===== src/edge_trim_pkg.sv =====
// Constants and types for the four-edge trim block.
// Assumes a single 200 MHz clock and a 32-bit classic Wishbone register bus.
`default_nettype none

package edge_trim_pkg;

	// ----------------------------------------------------------------
	// Timing
	// ----------------------------------------------------------------
	localparam int unsigned CLK_PERIOD_PS = 5000;
	localparam int unsigned STEP_PS = 5000;
	localparam int unsigned STEP_CYCLES = (STEP_PS + CLK_PERIOD_PS - 1) / CLK_PERIOD_PS;
	localparam int unsigned MAX_CODE = 7;
	localparam int unsigned MAX_SHIFT_CYCLES = MAX_CODE * STEP_CYCLES;
	// Input to output latency of an untrimmed edge.
	localparam int unsigned NOMINAL_LATENCY = MAX_SHIFT_CYCLES + 2;
	localparam int unsigned HIST_DEPTH = 2 * MAX_SHIFT_CYCLES + 1;
	localparam int unsigned TAP_W = $clog2(HIST_DEPTH);

	// ----------------------------------------------------------------
	// Register map
	// ----------------------------------------------------------------
	localparam logic [7:0] FIVE_SIX_IDX = 8'h6B;
	localparam logic [7:0] SEVEN_EIGHT_IDX = 8'h6C;
	localparam int unsigned ADDR_SCALE = 4;
	localparam logic [7:0] TRIM_RESET = 8'h00;

	// ----------------------------------------------------------------
	// Field layout of a trim register
	// ----------------------------------------------------------------
	localparam int unsigned POL_HI_BIT = 7;
	localparam int unsigned CODE_HI_MSB = 6;
	localparam int unsigned CODE_HI_LSB = 4;
	localparam int unsigned POL_LO_BIT = 3;
	localparam int unsigned CODE_LO_MSB = 2;
	localparam int unsigned CODE_LO_LSB = 0;
	localparam int unsigned NUM_EDGES = 4;

	// One edge's trim setting: sign and offset code.
	typedef struct packed {
		logic neg;
		logic [2:0] code;
	} edge_trim_t;

endpackage

`default_nettype wire


===== src/edge_trim.sv =====
// Dead-time trim for PWM edges five to eight, with its two trim registers.
// Assumes nominal edge pulses from on-chip logic on clk_i and a classic Wishbone master.
//
// Our own choice: the Wishbone slave port.
`timescale 1ns/10ps
`default_nettype none

// How it works
// - Register 0x6B: bit7 edge-five sign, 6:4 its code, bit3 edge-six sign, 2:0 code.
// - Register 0x6C: bit7 edge-seven sign, 6:4 its code, bit3 edge-eight sign, 2:0 code.
// - Sign bit clear means positive shift, set means negative shift.
// - Each code step moves the edge 5 ns; code seven gives 35 ns.
// - Code zero leaves the edge at nominal timing whatever the sign.
module edge_trim
	import edge_trim_pkg::*;
#(
	parameter int unsigned ADDR_W = 12
)
(
	input wire logic clk_i,
	input wire logic rst_i,
	input wire logic wb_cyc_i,
	input wire logic wb_stb_i,
	input wire logic wb_we_i,
	input wire logic [ADDR_W-1:0] wb_adr_i,
	input wire logic [3:0] wb_sel_i,
	input wire logic [31:0] wb_dat_i,
	output logic [31:0] wb_dat_o,
	output logic wb_ack_o,
	input wire logic [NUM_EDGES-1:0] edge_nominal_i,
	output logic [NUM_EDGES-1:0] edge_trimmed_o
);

	// ----------------------------------------------------------------
	// Helpers
	// ----------------------------------------------------------------
	localparam logic [ADDR_W-1:0] FIVE_SIX_ADDR = ADDR_W'(int'(FIVE_SIX_IDX) * ADDR_SCALE);
	localparam logic [ADDR_W-1:0] SEVEN_EIGHT_ADDR = ADDR_W'(int'(SEVEN_EIGHT_IDX) * ADDR_SCALE);

	// Upper edge of a trim register.
	function automatic edge_trim_t hi_field(input logic [7:0] r);
		edge_trim_t t;
		t.neg = r[POL_HI_BIT];
		t.code = r[CODE_HI_MSB:CODE_HI_LSB];
		return t;
	endfunction

	// Lower edge of a trim register.
	function automatic edge_trim_t lo_field(input logic [7:0] r);
		edge_trim_t t;
		t.neg = r[POL_LO_BIT];
		t.code = r[CODE_LO_MSB:CODE_LO_LSB];
		return t;
	endfunction

	// History tap for a setting; the centre tap is the nominal position.
	function automatic logic [TAP_W-1:0] tap_of(input edge_trim_t t);
		int sh;
		sh = int'(t.code) * int'(STEP_CYCLES);
		if (t.neg)
			return TAP_W'(int'(MAX_SHIFT_CYCLES) - sh);
		else
			return TAP_W'(int'(MAX_SHIFT_CYCLES) + sh);
	endfunction

	// ----------------------------------------------------------------
	// Register bus
	// ----------------------------------------------------------------
	logic [7:0] five_six_trim;
	logic [7:0] seven_eight_trim;
	logic [7:0] next_five_six_trim;
	logic [7:0] next_seven_eight_trim;
	logic [31:0] next_dat;
	logic next_ack;
	logic req;

	// A request is answered one cycle later; the dropped ack keeps a held request single.
	always_comb
	begin
		req = wb_cyc_i && wb_stb_i && !wb_ack_o;
		next_ack = req;
		next_five_six_trim = five_six_trim;
		next_seven_eight_trim = seven_eight_trim;
		next_dat = 32'h0000_0000;
		if (req && wb_adr_i == FIVE_SIX_ADDR)
		begin
			next_dat = {24'h00_0000, five_six_trim};
			if (wb_we_i && wb_sel_i[0])
				next_five_six_trim = wb_dat_i[7:0];
		end
		else if (req && wb_adr_i == SEVEN_EIGHT_ADDR)
		begin
			next_dat = {24'h00_0000, seven_eight_trim};
			if (wb_we_i && wb_sel_i[0])
				next_seven_eight_trim = wb_dat_i[7:0];
		end
	end

	// Unmapped addresses are acknowledged and read as zero so the bus never hangs.
	always_ff @(posedge clk_i)
	begin
		if (rst_i)
		begin
			five_six_trim <= TRIM_RESET;
			seven_eight_trim <= TRIM_RESET;
			wb_ack_o <= 1'b0;
			wb_dat_o <= 32'h0000_0000;
		end
		else
		begin
			five_six_trim <= next_five_six_trim;
			seven_eight_trim <= next_seven_eight_trim;
			wb_ack_o <= next_ack;
			wb_dat_o <= next_dat;
		end
	end

	// ----------------------------------------------------------------
	// Edge trim
	// ----------------------------------------------------------------
	edge_trim_t trims [NUM_EDGES];
	logic [HIST_DEPTH-1:0] hist [NUM_EDGES];
	logic [HIST_DEPTH-1:0] next_hist [NUM_EDGES];
	logic [NUM_EDGES-1:0] next_edge;

	// Edge order is five, six, seven, eight.
	always_comb
	begin
		trims[0] = hi_field(five_six_trim);
		trims[1] = lo_field(five_six_trim);
		trims[2] = hi_field(seven_eight_trim);
		trims[3] = lo_field(seven_eight_trim);
	end

	// An advance cannot be made causally, so every edge is held back by the full
	// 35 ns range and the tap is chosen either side of that centre.
	always_comb
	begin
		for (int i = 0; i < NUM_EDGES; i++)
		begin
			next_hist[i] = {hist[i][HIST_DEPTH-2:0], edge_nominal_i[i]};
			next_edge[i] = hist[i][tap_of(trims[i])];
		end
	end

	// The history is cleared on reset so no stale edge leaks out afterwards.
	always_ff @(posedge clk_i)
	begin
		if (rst_i)
		begin
			for (int i = 0; i < NUM_EDGES; i++)
				hist[i] <= '0;
			edge_trimmed_o <= '0;
		end
		else
		begin
			for (int i = 0; i < NUM_EDGES; i++)
				hist[i] <= next_hist[i];
			edge_trimmed_o <= next_edge;
		end
	end

	// ----------------------------------------------------------------
	// Checks
	// ----------------------------------------------------------------
	logic [4:0] warm;
	logic warm_full;

	// Counts cycles since reset so that deep history checks start clean.
	always_ff @(posedge clk_i)
	begin
		if (rst_i)
			warm <= 5'h00;
		else if (warm != 5'h1F)
			warm <= warm + 5'h01;
	end
	assign warm_full = (warm == 5'h1F);

	property p_ack_once;
		@(posedge clk_i) disable iff (rst_i)
		(wb_cyc_i && wb_stb_i && !wb_ack_o) |=> wb_ack_o ##1 !wb_ack_o;
	endproperty
	a_ack_once: assert property (p_ack_once) else $error("ack not a single pulse");

	property p_five_six_fields;
		@(posedge clk_i) disable iff (rst_i)
		(req && wb_we_i && wb_sel_i[0] && wb_adr_i == FIVE_SIX_ADDR) |=>
			trims[0].neg == $past(wb_dat_i[7]) && trims[0].code == $past(wb_dat_i[6:4])
			&& trims[1].neg == $past(wb_dat_i[3]) && trims[1].code == $past(wb_dat_i[2:0]);
	endproperty
	a_five_six_fields: assert property (p_five_six_fields) else $error("edge five/six fields wrong");

	property p_seven_eight_fields;
		@(posedge clk_i) disable iff (rst_i)
		(req && wb_we_i && wb_sel_i[0] && wb_adr_i == SEVEN_EIGHT_ADDR) |=>
			trims[2].neg == $past(wb_dat_i[7]) && trims[2].code == $past(wb_dat_i[6:4])
			&& trims[3].neg == $past(wb_dat_i[3]) && trims[3].code == $past(wb_dat_i[2:0]);
	endproperty
	a_seven_eight_fields: assert property (p_seven_eight_fields) else $error("edge seven/eight fields wrong");

	property p_zero_code_nominal;
		@(posedge clk_i) disable iff (rst_i)
		(warm_full && five_six_trim[6:4] == 3'h0 && $past(five_six_trim[6:4], 9) == 3'h0)
			|-> edge_trimmed_o[0] == $past(edge_nominal_i[0], 9);
	endproperty
	a_zero_code_nominal: assert property (p_zero_code_nominal) else $error("code zero not nominal");

	property p_full_delay;
		@(posedge clk_i) disable iff (rst_i)
		(warm_full && five_six_trim[7:4] == 4'h7 && $past(five_six_trim[7:4], 16) == 4'h7)
			|-> edge_trimmed_o[0] == $past(edge_nominal_i[0], 16);
	endproperty
	a_full_delay: assert property (p_full_delay) else $error("35 ns delay wrong");

	property p_full_advance;
		@(posedge clk_i) disable iff (rst_i)
		(warm_full && five_six_trim[3:0] == 4'hF && $past(five_six_trim[3:0], 2) == 4'hF)
			|-> edge_trimmed_o[1] == $past(edge_nominal_i[1], 2);
	endproperty
	a_full_advance: assert property (p_full_advance) else $error("35 ns advance wrong");

	property p_negative_sign;
		@(posedge clk_i) disable iff (rst_i)
		(warm_full && seven_eight_trim[7:4] == 4'hA && $past(seven_eight_trim[7:4], 7) == 4'hA)
			|-> edge_trimmed_o[2] == $past(edge_nominal_i[2], 7);
	endproperty
	a_negative_sign: assert property (p_negative_sign) else $error("set sign did not advance");

	property p_positive_sign;
		@(posedge clk_i) disable iff (rst_i)
		(warm_full && seven_eight_trim[3:0] == 4'h2 && $past(seven_eight_trim[3:0], 11) == 4'h2)
			|-> edge_trimmed_o[3] == $past(edge_nominal_i[3], 11);
	endproperty
	a_positive_sign: assert property (p_positive_sign) else $error("clear sign did not delay");

	// ----------------------------------------------------------------
	// Further bus and trim checks
	// ----------------------------------------------------------------
	// Read data must be zero outside the acknowledge cycle, so a stale word never leaks.
	property p_dat_idle;
		@(posedge clk_i) disable iff (rst_i)
		!wb_ack_o |-> wb_dat_o == 32'h0000_0000;
	endproperty
	a_dat_idle: assert property (p_dat_idle) else $error("read data not zero while idle");

	// A write with byte lane zero disabled must leave both registers alone.
	property p_no_write_without_sel;
		@(posedge clk_i) disable iff (rst_i)
		(req && wb_we_i && !wb_sel_i[0]) |=> $stable(five_six_trim) && $stable(seven_eight_trim);
	endproperty
	a_no_write_without_sel: assert property (p_no_write_without_sel) else $error("masked write changed a register");

	// A read of the first register returns its contents in the low byte.
	property p_read_five_six;
		@(posedge clk_i) disable iff (rst_i)
		(req && !wb_we_i && wb_adr_i == FIVE_SIX_ADDR) |=> wb_dat_o == {24'h00_0000, $past(five_six_trim)};
	endproperty
	a_read_five_six: assert property (p_read_five_six) else $error("edge five/six read back wrong");

	// A read of the second register returns its contents in the low byte.
	property p_read_seven_eight;
		@(posedge clk_i) disable iff (rst_i)
		(req && !wb_we_i && wb_adr_i == SEVEN_EIGHT_ADDR) |=> wb_dat_o == {24'h00_0000, $past(seven_eight_trim)};
	endproperty
	a_read_seven_eight: assert property (p_read_seven_eight) else $error("edge seven/eight read back wrong");

	// Unmapped addresses read as zero, so software sees no alias of a trim register.
	property p_unmapped_zero;
		@(posedge clk_i) disable iff (rst_i)
		(req && !wb_we_i && wb_adr_i != FIVE_SIX_ADDR && wb_adr_i != SEVEN_EIGHT_ADDR) |=> wb_dat_o == 32'h0;
	endproperty
	a_unmapped_zero: assert property (p_unmapped_zero) else $error("unmapped read not zero");

	// An acknowledge is only ever the answer to a taken request.
	property p_ack_needs_req;
		@(posedge clk_i) disable iff (rst_i)
		wb_ack_o |-> $past(req);
	endproperty
	a_ack_needs_req: assert property (p_ack_needs_req) else $error("ack without request");

	// Code zero with the sign set must still give the nominal timing.
	property p_zero_code_negative;
		@(posedge clk_i) disable iff (rst_i)
		(warm_full && five_six_trim[3:0] == 4'h8 && $past(five_six_trim[3:0], 9) == 4'h8)
			|-> edge_trimmed_o[1] == $past(edge_nominal_i[1], 9);
	endproperty
	a_zero_code_negative: assert property (p_zero_code_negative) else $error("signed code zero not nominal");

	// Edge eight at code zero, whatever its sign, sits at the nominal timing.
	property p_zero_code_eight;
		@(posedge clk_i) disable iff (rst_i)
		(warm_full && seven_eight_trim[2:0] == 3'h0 && $past(seven_eight_trim[2:0], 9) == 3'h0)
			|-> edge_trimmed_o[3] == $past(edge_nominal_i[3], 9);
	endproperty
	a_zero_code_eight: assert property (p_zero_code_eight) else $error("edge eight code zero not nominal");

	// Edge seven delayed by three steps lands three cycles after nominal.
	property p_seven_delay;
		@(posedge clk_i) disable iff (rst_i)
		(warm_full && seven_eight_trim[7:4] == 4'h3 && $past(seven_eight_trim[7:4], 12) == 4'h3)
			|-> edge_trimmed_o[2] == $past(edge_nominal_i[2], 12);
	endproperty
	a_seven_delay: assert property (p_seven_delay) else $error("edge seven delay wrong");

endmodule

`default_nettype wire


===== config.mk =====
export PLATFORM = sky130hd
export DESIGN_NAME = edge_trim
export DESIGN_NICKNAME = d
export VERILOG_FILES = /design/src/edge_trim_pkg.sv /design/src/edge_trim.sv
export SDC_FILE = /design/constraint.sdc
export NUM_CORES = 1
export LEC_CHECK = 0
export BUFFER_PORTS_ARGS = -buffer_cell sky130_fd_sc_hd__buf_4
export CORE_MARGIN = 2
export CORE_UTILIZATION = 47
export DETAILED_ROUTE_END_ITERATION = 12
export PLACE_DENSITY = 0.78
export SYNTH_ARGS = -nofsm -noshare
export SYNTH_HDL_FRONTEND = slang
export SYNTH_SLANG_ARGS = --single-unit

===== constraint.sdc =====
create_clock -name clk_i -period 2 [get_ports clk_i]
set_input_delay 0.3 -clock clk_i [delete_from_list [all_inputs] [get_ports clk_i]]
set_output_delay 0.3 -clock clk_i [all_outputs]
set_load 0.03 [all_outputs]

# Word-level counts from Yosys, hierarchy flattened
# Memories as Yosys holds them, arrays and structs flattened.
# Cells that the tools add are included.
# totals
ff_bits,53
ramBits,60
wordCells,56
out_inout_bits,37
n_memories,1
in_bits,57
# op_classes
magnitude_cmp,4
n_reduce_logical,9
eq_ne,2
bitwise,5
mux,21
add_sub_neg,8
# memory_table
name,words,word_bits,read_ports,rd_clocked_by_memory_dff,write_ports,line_no,text
hist,4,15,4,0,4,edge_trim.sv:122,logic [HIST_DEPTH-1:0] hist [NUM_EDGES];
# ops
cell,count
2-to-1 mux 15 bit,4
"== test 12 x 9 -> 1 bit, second input constant",2
"< comparator 4 x 5 -> 1 bit, second input constant",4
"adder 3 x 3 -> 4 bit, first input constant",4
binary-select mux 1 bit (select 4 bit),4
2-to-1 mux 4 bit,4
2-to-1 mux 8 bit,2
"subtractor 3 x 3 -> 4 bit, first input constant",4
2-to-1 mux 1 bit,7
logical AND 1 bit,5
OR 1 bit,4
AND reduction 3 bit,1
AND reduction 2 bit,1
OR reduction 2 bit,1
zero test 1 bit,1
NOT 1 bit,1

# Depth between registers and ports, before layout
# logic_depth
word_depth,5
depth_mapped,8
ltp_nobuf,7

# Worst setup path before layout
# OpenSTA, ideal clock, no wires.
# synth_timing
path_type,register to register
startpoint,reg seven_eight_trim[0]
endpoint,reg edge_trimmed_o[3]
t_arrival_ps,1976
path_buffers,1
setup_ps,127
t_required_ps,1873
path_stages_with_launch,8
setup_slack_ps,-103
path_cell_list,dfxtp_1 clkbuf_1 inv_1 ha_1 mux2i_2 mux2_2 o311ai_0 o22ai_1
# synth_via
elab_chain_cells,4
elab_cells_between_ends,5
classes_between,add/sub (2); mux (3)
# synth_lines
element,line_no,text
"start, declared",edge_trim.sv:70,logic [7:0] seven_eight_trim;
"start signal, assigned",edge_trim.sv:112,seven_eight_trim <= next_seven_eight_trim;
adder 3 x 3 -> 4 bit / subtractor 3 x 3 -> 4 bit (equally long branches),"edge_trim.sv:63, edge_trim.sv:61",
2-to-1 mux 4 bit (*),edge_trim.sv:60,if (t.neg)
binary-select mux 1 bit (select 4 bit) (*),edge_trim.sv:142,next_edge[i] = hist[i][tap_of(trims[i])];
2-to-1 mux 1 bit (implied by the code) (*),edge_trim.sv:142,
"end signal, assigned",edge_trim.sv:159,edge_trimmed_o <= next_edge;
"end, declared",edge_trim.sv:31,output logic [NUM_EDGES-1:0] edge_trimmed_o
# Mark *: on every way between the ends. The rest lies on a longest branch, timed or not. The select of a mux whose other input is x is not followed.
# A chain may end at the register's enable or synchronous reset.

# Final worst setup path
# Same ends and word-level chain as after synthesis.

==> summary.txt <==
Synth
  • YS warnings: 0
  • Number of synthesized register bits: 89
  • Syn Area/Cell: about 10 µm²
  • Number of flops mapped to enable cells by yosys: 0
  • Share of async-settable or async-resettable flops after synthesis: 0%
  • Netlist cell types: 38
  • Register area share after synthesis: 48.50%
  • Cell area after synthesis: 3674 µm²
  • Gate Count Post-Synth: 358
  • Ys flop type: dfxtp_1

STA
  • Slew margin rel.: ~63%
  • Final hold vios: 0
  • WHS: between 0.15 and 0.2 ns
  • Max-slew violations: 0
  • Final setup fails: 0
  • Skew final: 0.01001 ns
  • Min cycle time layout: about 1.9 ns
  • RSZ-0062 raised after global routing: no
  • Period utilisation layout: ~93%
  • Final WS setup: ~0.14 ns
  • Max Freq: 537.6 MHz
  • Slew of the pin with the lowest slew margin: 0.5512 ns

Global route
  • Largest net degree at the start of global routing: 58
  • First-pass GRT wire length: 11080 µm
  • Initial antenna violation count: 0
  • GRT overflow: 0
  • Total GRT Usage: 16.35%
  • Vias in the first global route: 2425

Drt
  • Initial DRT Pass Iterations: 4
  • Detailed Route WL: 6552 µm
  • DR vias: 2484
  • WL per Instance: 12.70 µm
  • Initial DRC count: just under 70
  • # DRC: 0
  • Vias per inst: 4.814
  • Post-route ant nets: 0

CTS
  • Worst-skew pair later-pin latency: 0.35 ns
  • CTS H-tree depth: 3
  • CTS tree: yes
  • Bufs on Longest Clock Path: 2
  • Num CTS Buffers: 9
  • Root buffer selected by CTS: clkbuf_8
  • Sinks on the clock net: 89
  • Clock-pin slew on the worst setup and hold paths: 0.09 ns
  • Cts hold-fix bufs: 0

Critical path
  • CP arrival: approximately 2.1 ns
  • Critical path class: register to register
  • Slowest cell on crit path: mux2_2
  • WP data required: 2.23 ns
  • CP Capture Type: register
  • Startpoint type of the worst setup path: register
  • Crit Path Max Fanout: 6
  • Cell Chain, Critical Path: inv_1 > ha_1 > mux2i_4 > mux2_2 > o311ai_1 > o22ai_1
  • Bufs and invs on worst path: 1
  • Largest stage delay on the critical path: 0.37 ns
  • Cell family with most CP delay: multiplexers

Final layout
  • Filler instances: 674
  • Final net count: 470
  • Layout cells sized above 1: a little under a quarter
  • Fin cells: 516
  • Diodes inserted: 0
  • Layout Area Growth over Synthesis: 16.93%

Power
  • P_leak: 1.755 nW
  • Sequential Power Share: 56.7%
  • Design Power: 3.158 mW
  • Sw Share: 23.30%
  • Gate power share: 5.4%
  • Peak supply drop: 294.4 µV
  • Net Sw Power: 0.7359 mW
  • Power share of the clock group: 38.0%
  • Cell area power density: 735.2 nW/µm²
  • Internal: 2.422 mW

Job
  • # Max-Cap Violations: 0

Die
  • Core Area: 7647 µm²
  • Chip Height: 92.41 µm
  • Rows: 32
  • Initial Utilization: 48.04%
  • Die Footprint: 8540 µm²
  • Die W: 92.41 µm
  • Io pins: 94

Placed design
  • Routability congestion estimate from global placement: 0.7892
  • Placed Instances: 500
  • Place WS: 0.05937 ns
  • I/O Buffers: 42
  • DP HPWL: 4689 µm

Status
  • Outcome: finished, final reports clean

Worst hold path
  • Hold crit path type: input port to register
-- placed cells by master, fill, tap and decap left out, drive strengths merged, types with 3 or more instances in the layout --
cell type	count
xnor2	3
a21oi	10
ha	4
a22oi	8
nor3	8
buf	60
o21ai	9
dfxtp	89
mux4	6
nor2b	61
nor2	47
conb	24
mux2	6
clkbuf	10
inv	9
mux2i	27
-- Yosys cell counts (2+ instances only) --
master / n / area share, %
o21bai_1: 2 / 0.41
nand2b_1: 2 / 0.34
dfxtp_1: 89 / 49
nor3_4: 2 / 0.89
o22ai_1: 2 / 0.34
mux4_2: 6 / 3.7
mux2i_1: 23 / 6.3
buf_2: 3 / 0.41
a21oi_1: 10 / 1.4
a22oi_1: 8 / 1.6
ha_1: 4 / 1.4
mux2i_2: 2 / 0.75
o311ai_0: 2 / 0.48
and3_1: 2 / 0.34
nand2_1: 2 / 0.20
buf_4: 24 / 4.9
mux2i_4: 2 / 1.2
o21ai_0: 9 / 1.2
nor2b_1: 61 / 10
clkbuf_1: 13 / 1.3
nand3_1: 2 / 0.27
a221oi_1: 2 / 0.48
nor3_1: 6 / 0.82
inv_1: 8 / 0.82
a2111oi_2: 2 / 0.82
mux2_2: 6 / 1.8
buf_1: 3 / 0.31
xnor2_1: 3 / 0.72
nor4_1: 2 / 0.34
a311o_1: 2 / 0.54
nor2_1: 47 / 4.8
-- logic make-up after synthesis --
family | share of synthesized area, %
AND/OR/NAND/NOR | 20.27
flip-flops | 48.50
buffers and inverters | 7.766
AO/OA/AOI/OAI | 7.289
multiplexers | 13.76
adder cells (fa/ha/maj) | 1.362
XOR/XNOR | 0.9539
other | 0.1021
-- flip-flops by register name (all words and copies together) (netlist names) --
register and count:
five_six_trim 8, edge_trimmed_o 4, hist 60, wb_ack_o 1, seven_eight_trim 8, wb_dat_o 8
-- worst reg2reg max path, delay by kind of cell (launching register included) --
family | cells | cell delay (ns)
AO/OA/AOI/OAI | 2 | 0.37
adder cells (fa/ha/maj) | 1 | 0.32
buffers and inverters | 1 | 0.06
flip-flops | 1 | 0.34
multiplexers | 2 | 0.65
-- power groups by stage --
stage | Combinational, mW | Clock (mW) | Sequential [mW]
floorplan | 0.145 | 0 | 1.83
CTS | 0.169 | 1.23 | 1.79
global placement | 0.166 | 0 | 1.83
finish | 0.169 | 1.20 | 1.79
global route | 0.181 | 1.32 | 1.79
detailed placement | 0.169 | 0 | 1.83
-- path summary, 6_finish.rpt --
path	startpoint	to	slack, ns	cells after the start
max	seven_eight_trim[0]	edge_trimmed_o[3]	0.14	6
min	edge_nominal_i[0]	hist[0][0]	0.16	2
max reg2reg	seven_eight_trim[0]	edge_trimmed_o[3]	0.14	6
min reg2reg	hist[3][9]	hist[3][10]	0.46	1
-- per-layer routing --
metal | wire, µm | track usage, % | vias up
met5 | 0 | 0 | -
met4 | 80 | 7.711 | 0
met3 | 282 | 3.906 | 5
met2 | 3140 | 26.82 | 57
met1 | 3048 | 20.27 | 1161
li1 | - | - | 1261
-- stage by stage --
| step | setup TNS, ns | utilization [%] | instance area, µm² |
|---|---|---|---|
| 3_5_place_dp | 0 | 53.62 | 4100 |
| 6_report | 0 | 56.17 | 4295 |
| 4_1_cts | 0 | 56.17 | 4295 |
| 5_1_grt | 0 | 56.17 | 4295 |
| 3_3_place_gp | 0 | 53.62 | 4100 |
| 2_1_floorplan | -0.02894 | - | 3781 |
-- timing repair --
action | CTS | global route
gates resized for setup | 0 | 2
setup endpoints to repair | 0 | 2
setup buffers | 0 | 0
-- final cells by class --
type / count / area, µm² / share of cell area [%]
flip-flops and latches: 89 / 1782 / 41.48
clock inverters: 6 / 67.56 / 1.573
multi-input cells: 241 / 1710 / 39.82
repair buffers: 60 / 450.4 / 10.49
inverters: 8 / 30.03 / 0.6991
clock buffers: 10 / 127.6 / 2.971
well taps: 102 / 127.6 / 2.971
Note: power is estimated with default switching activity, not from simulation.
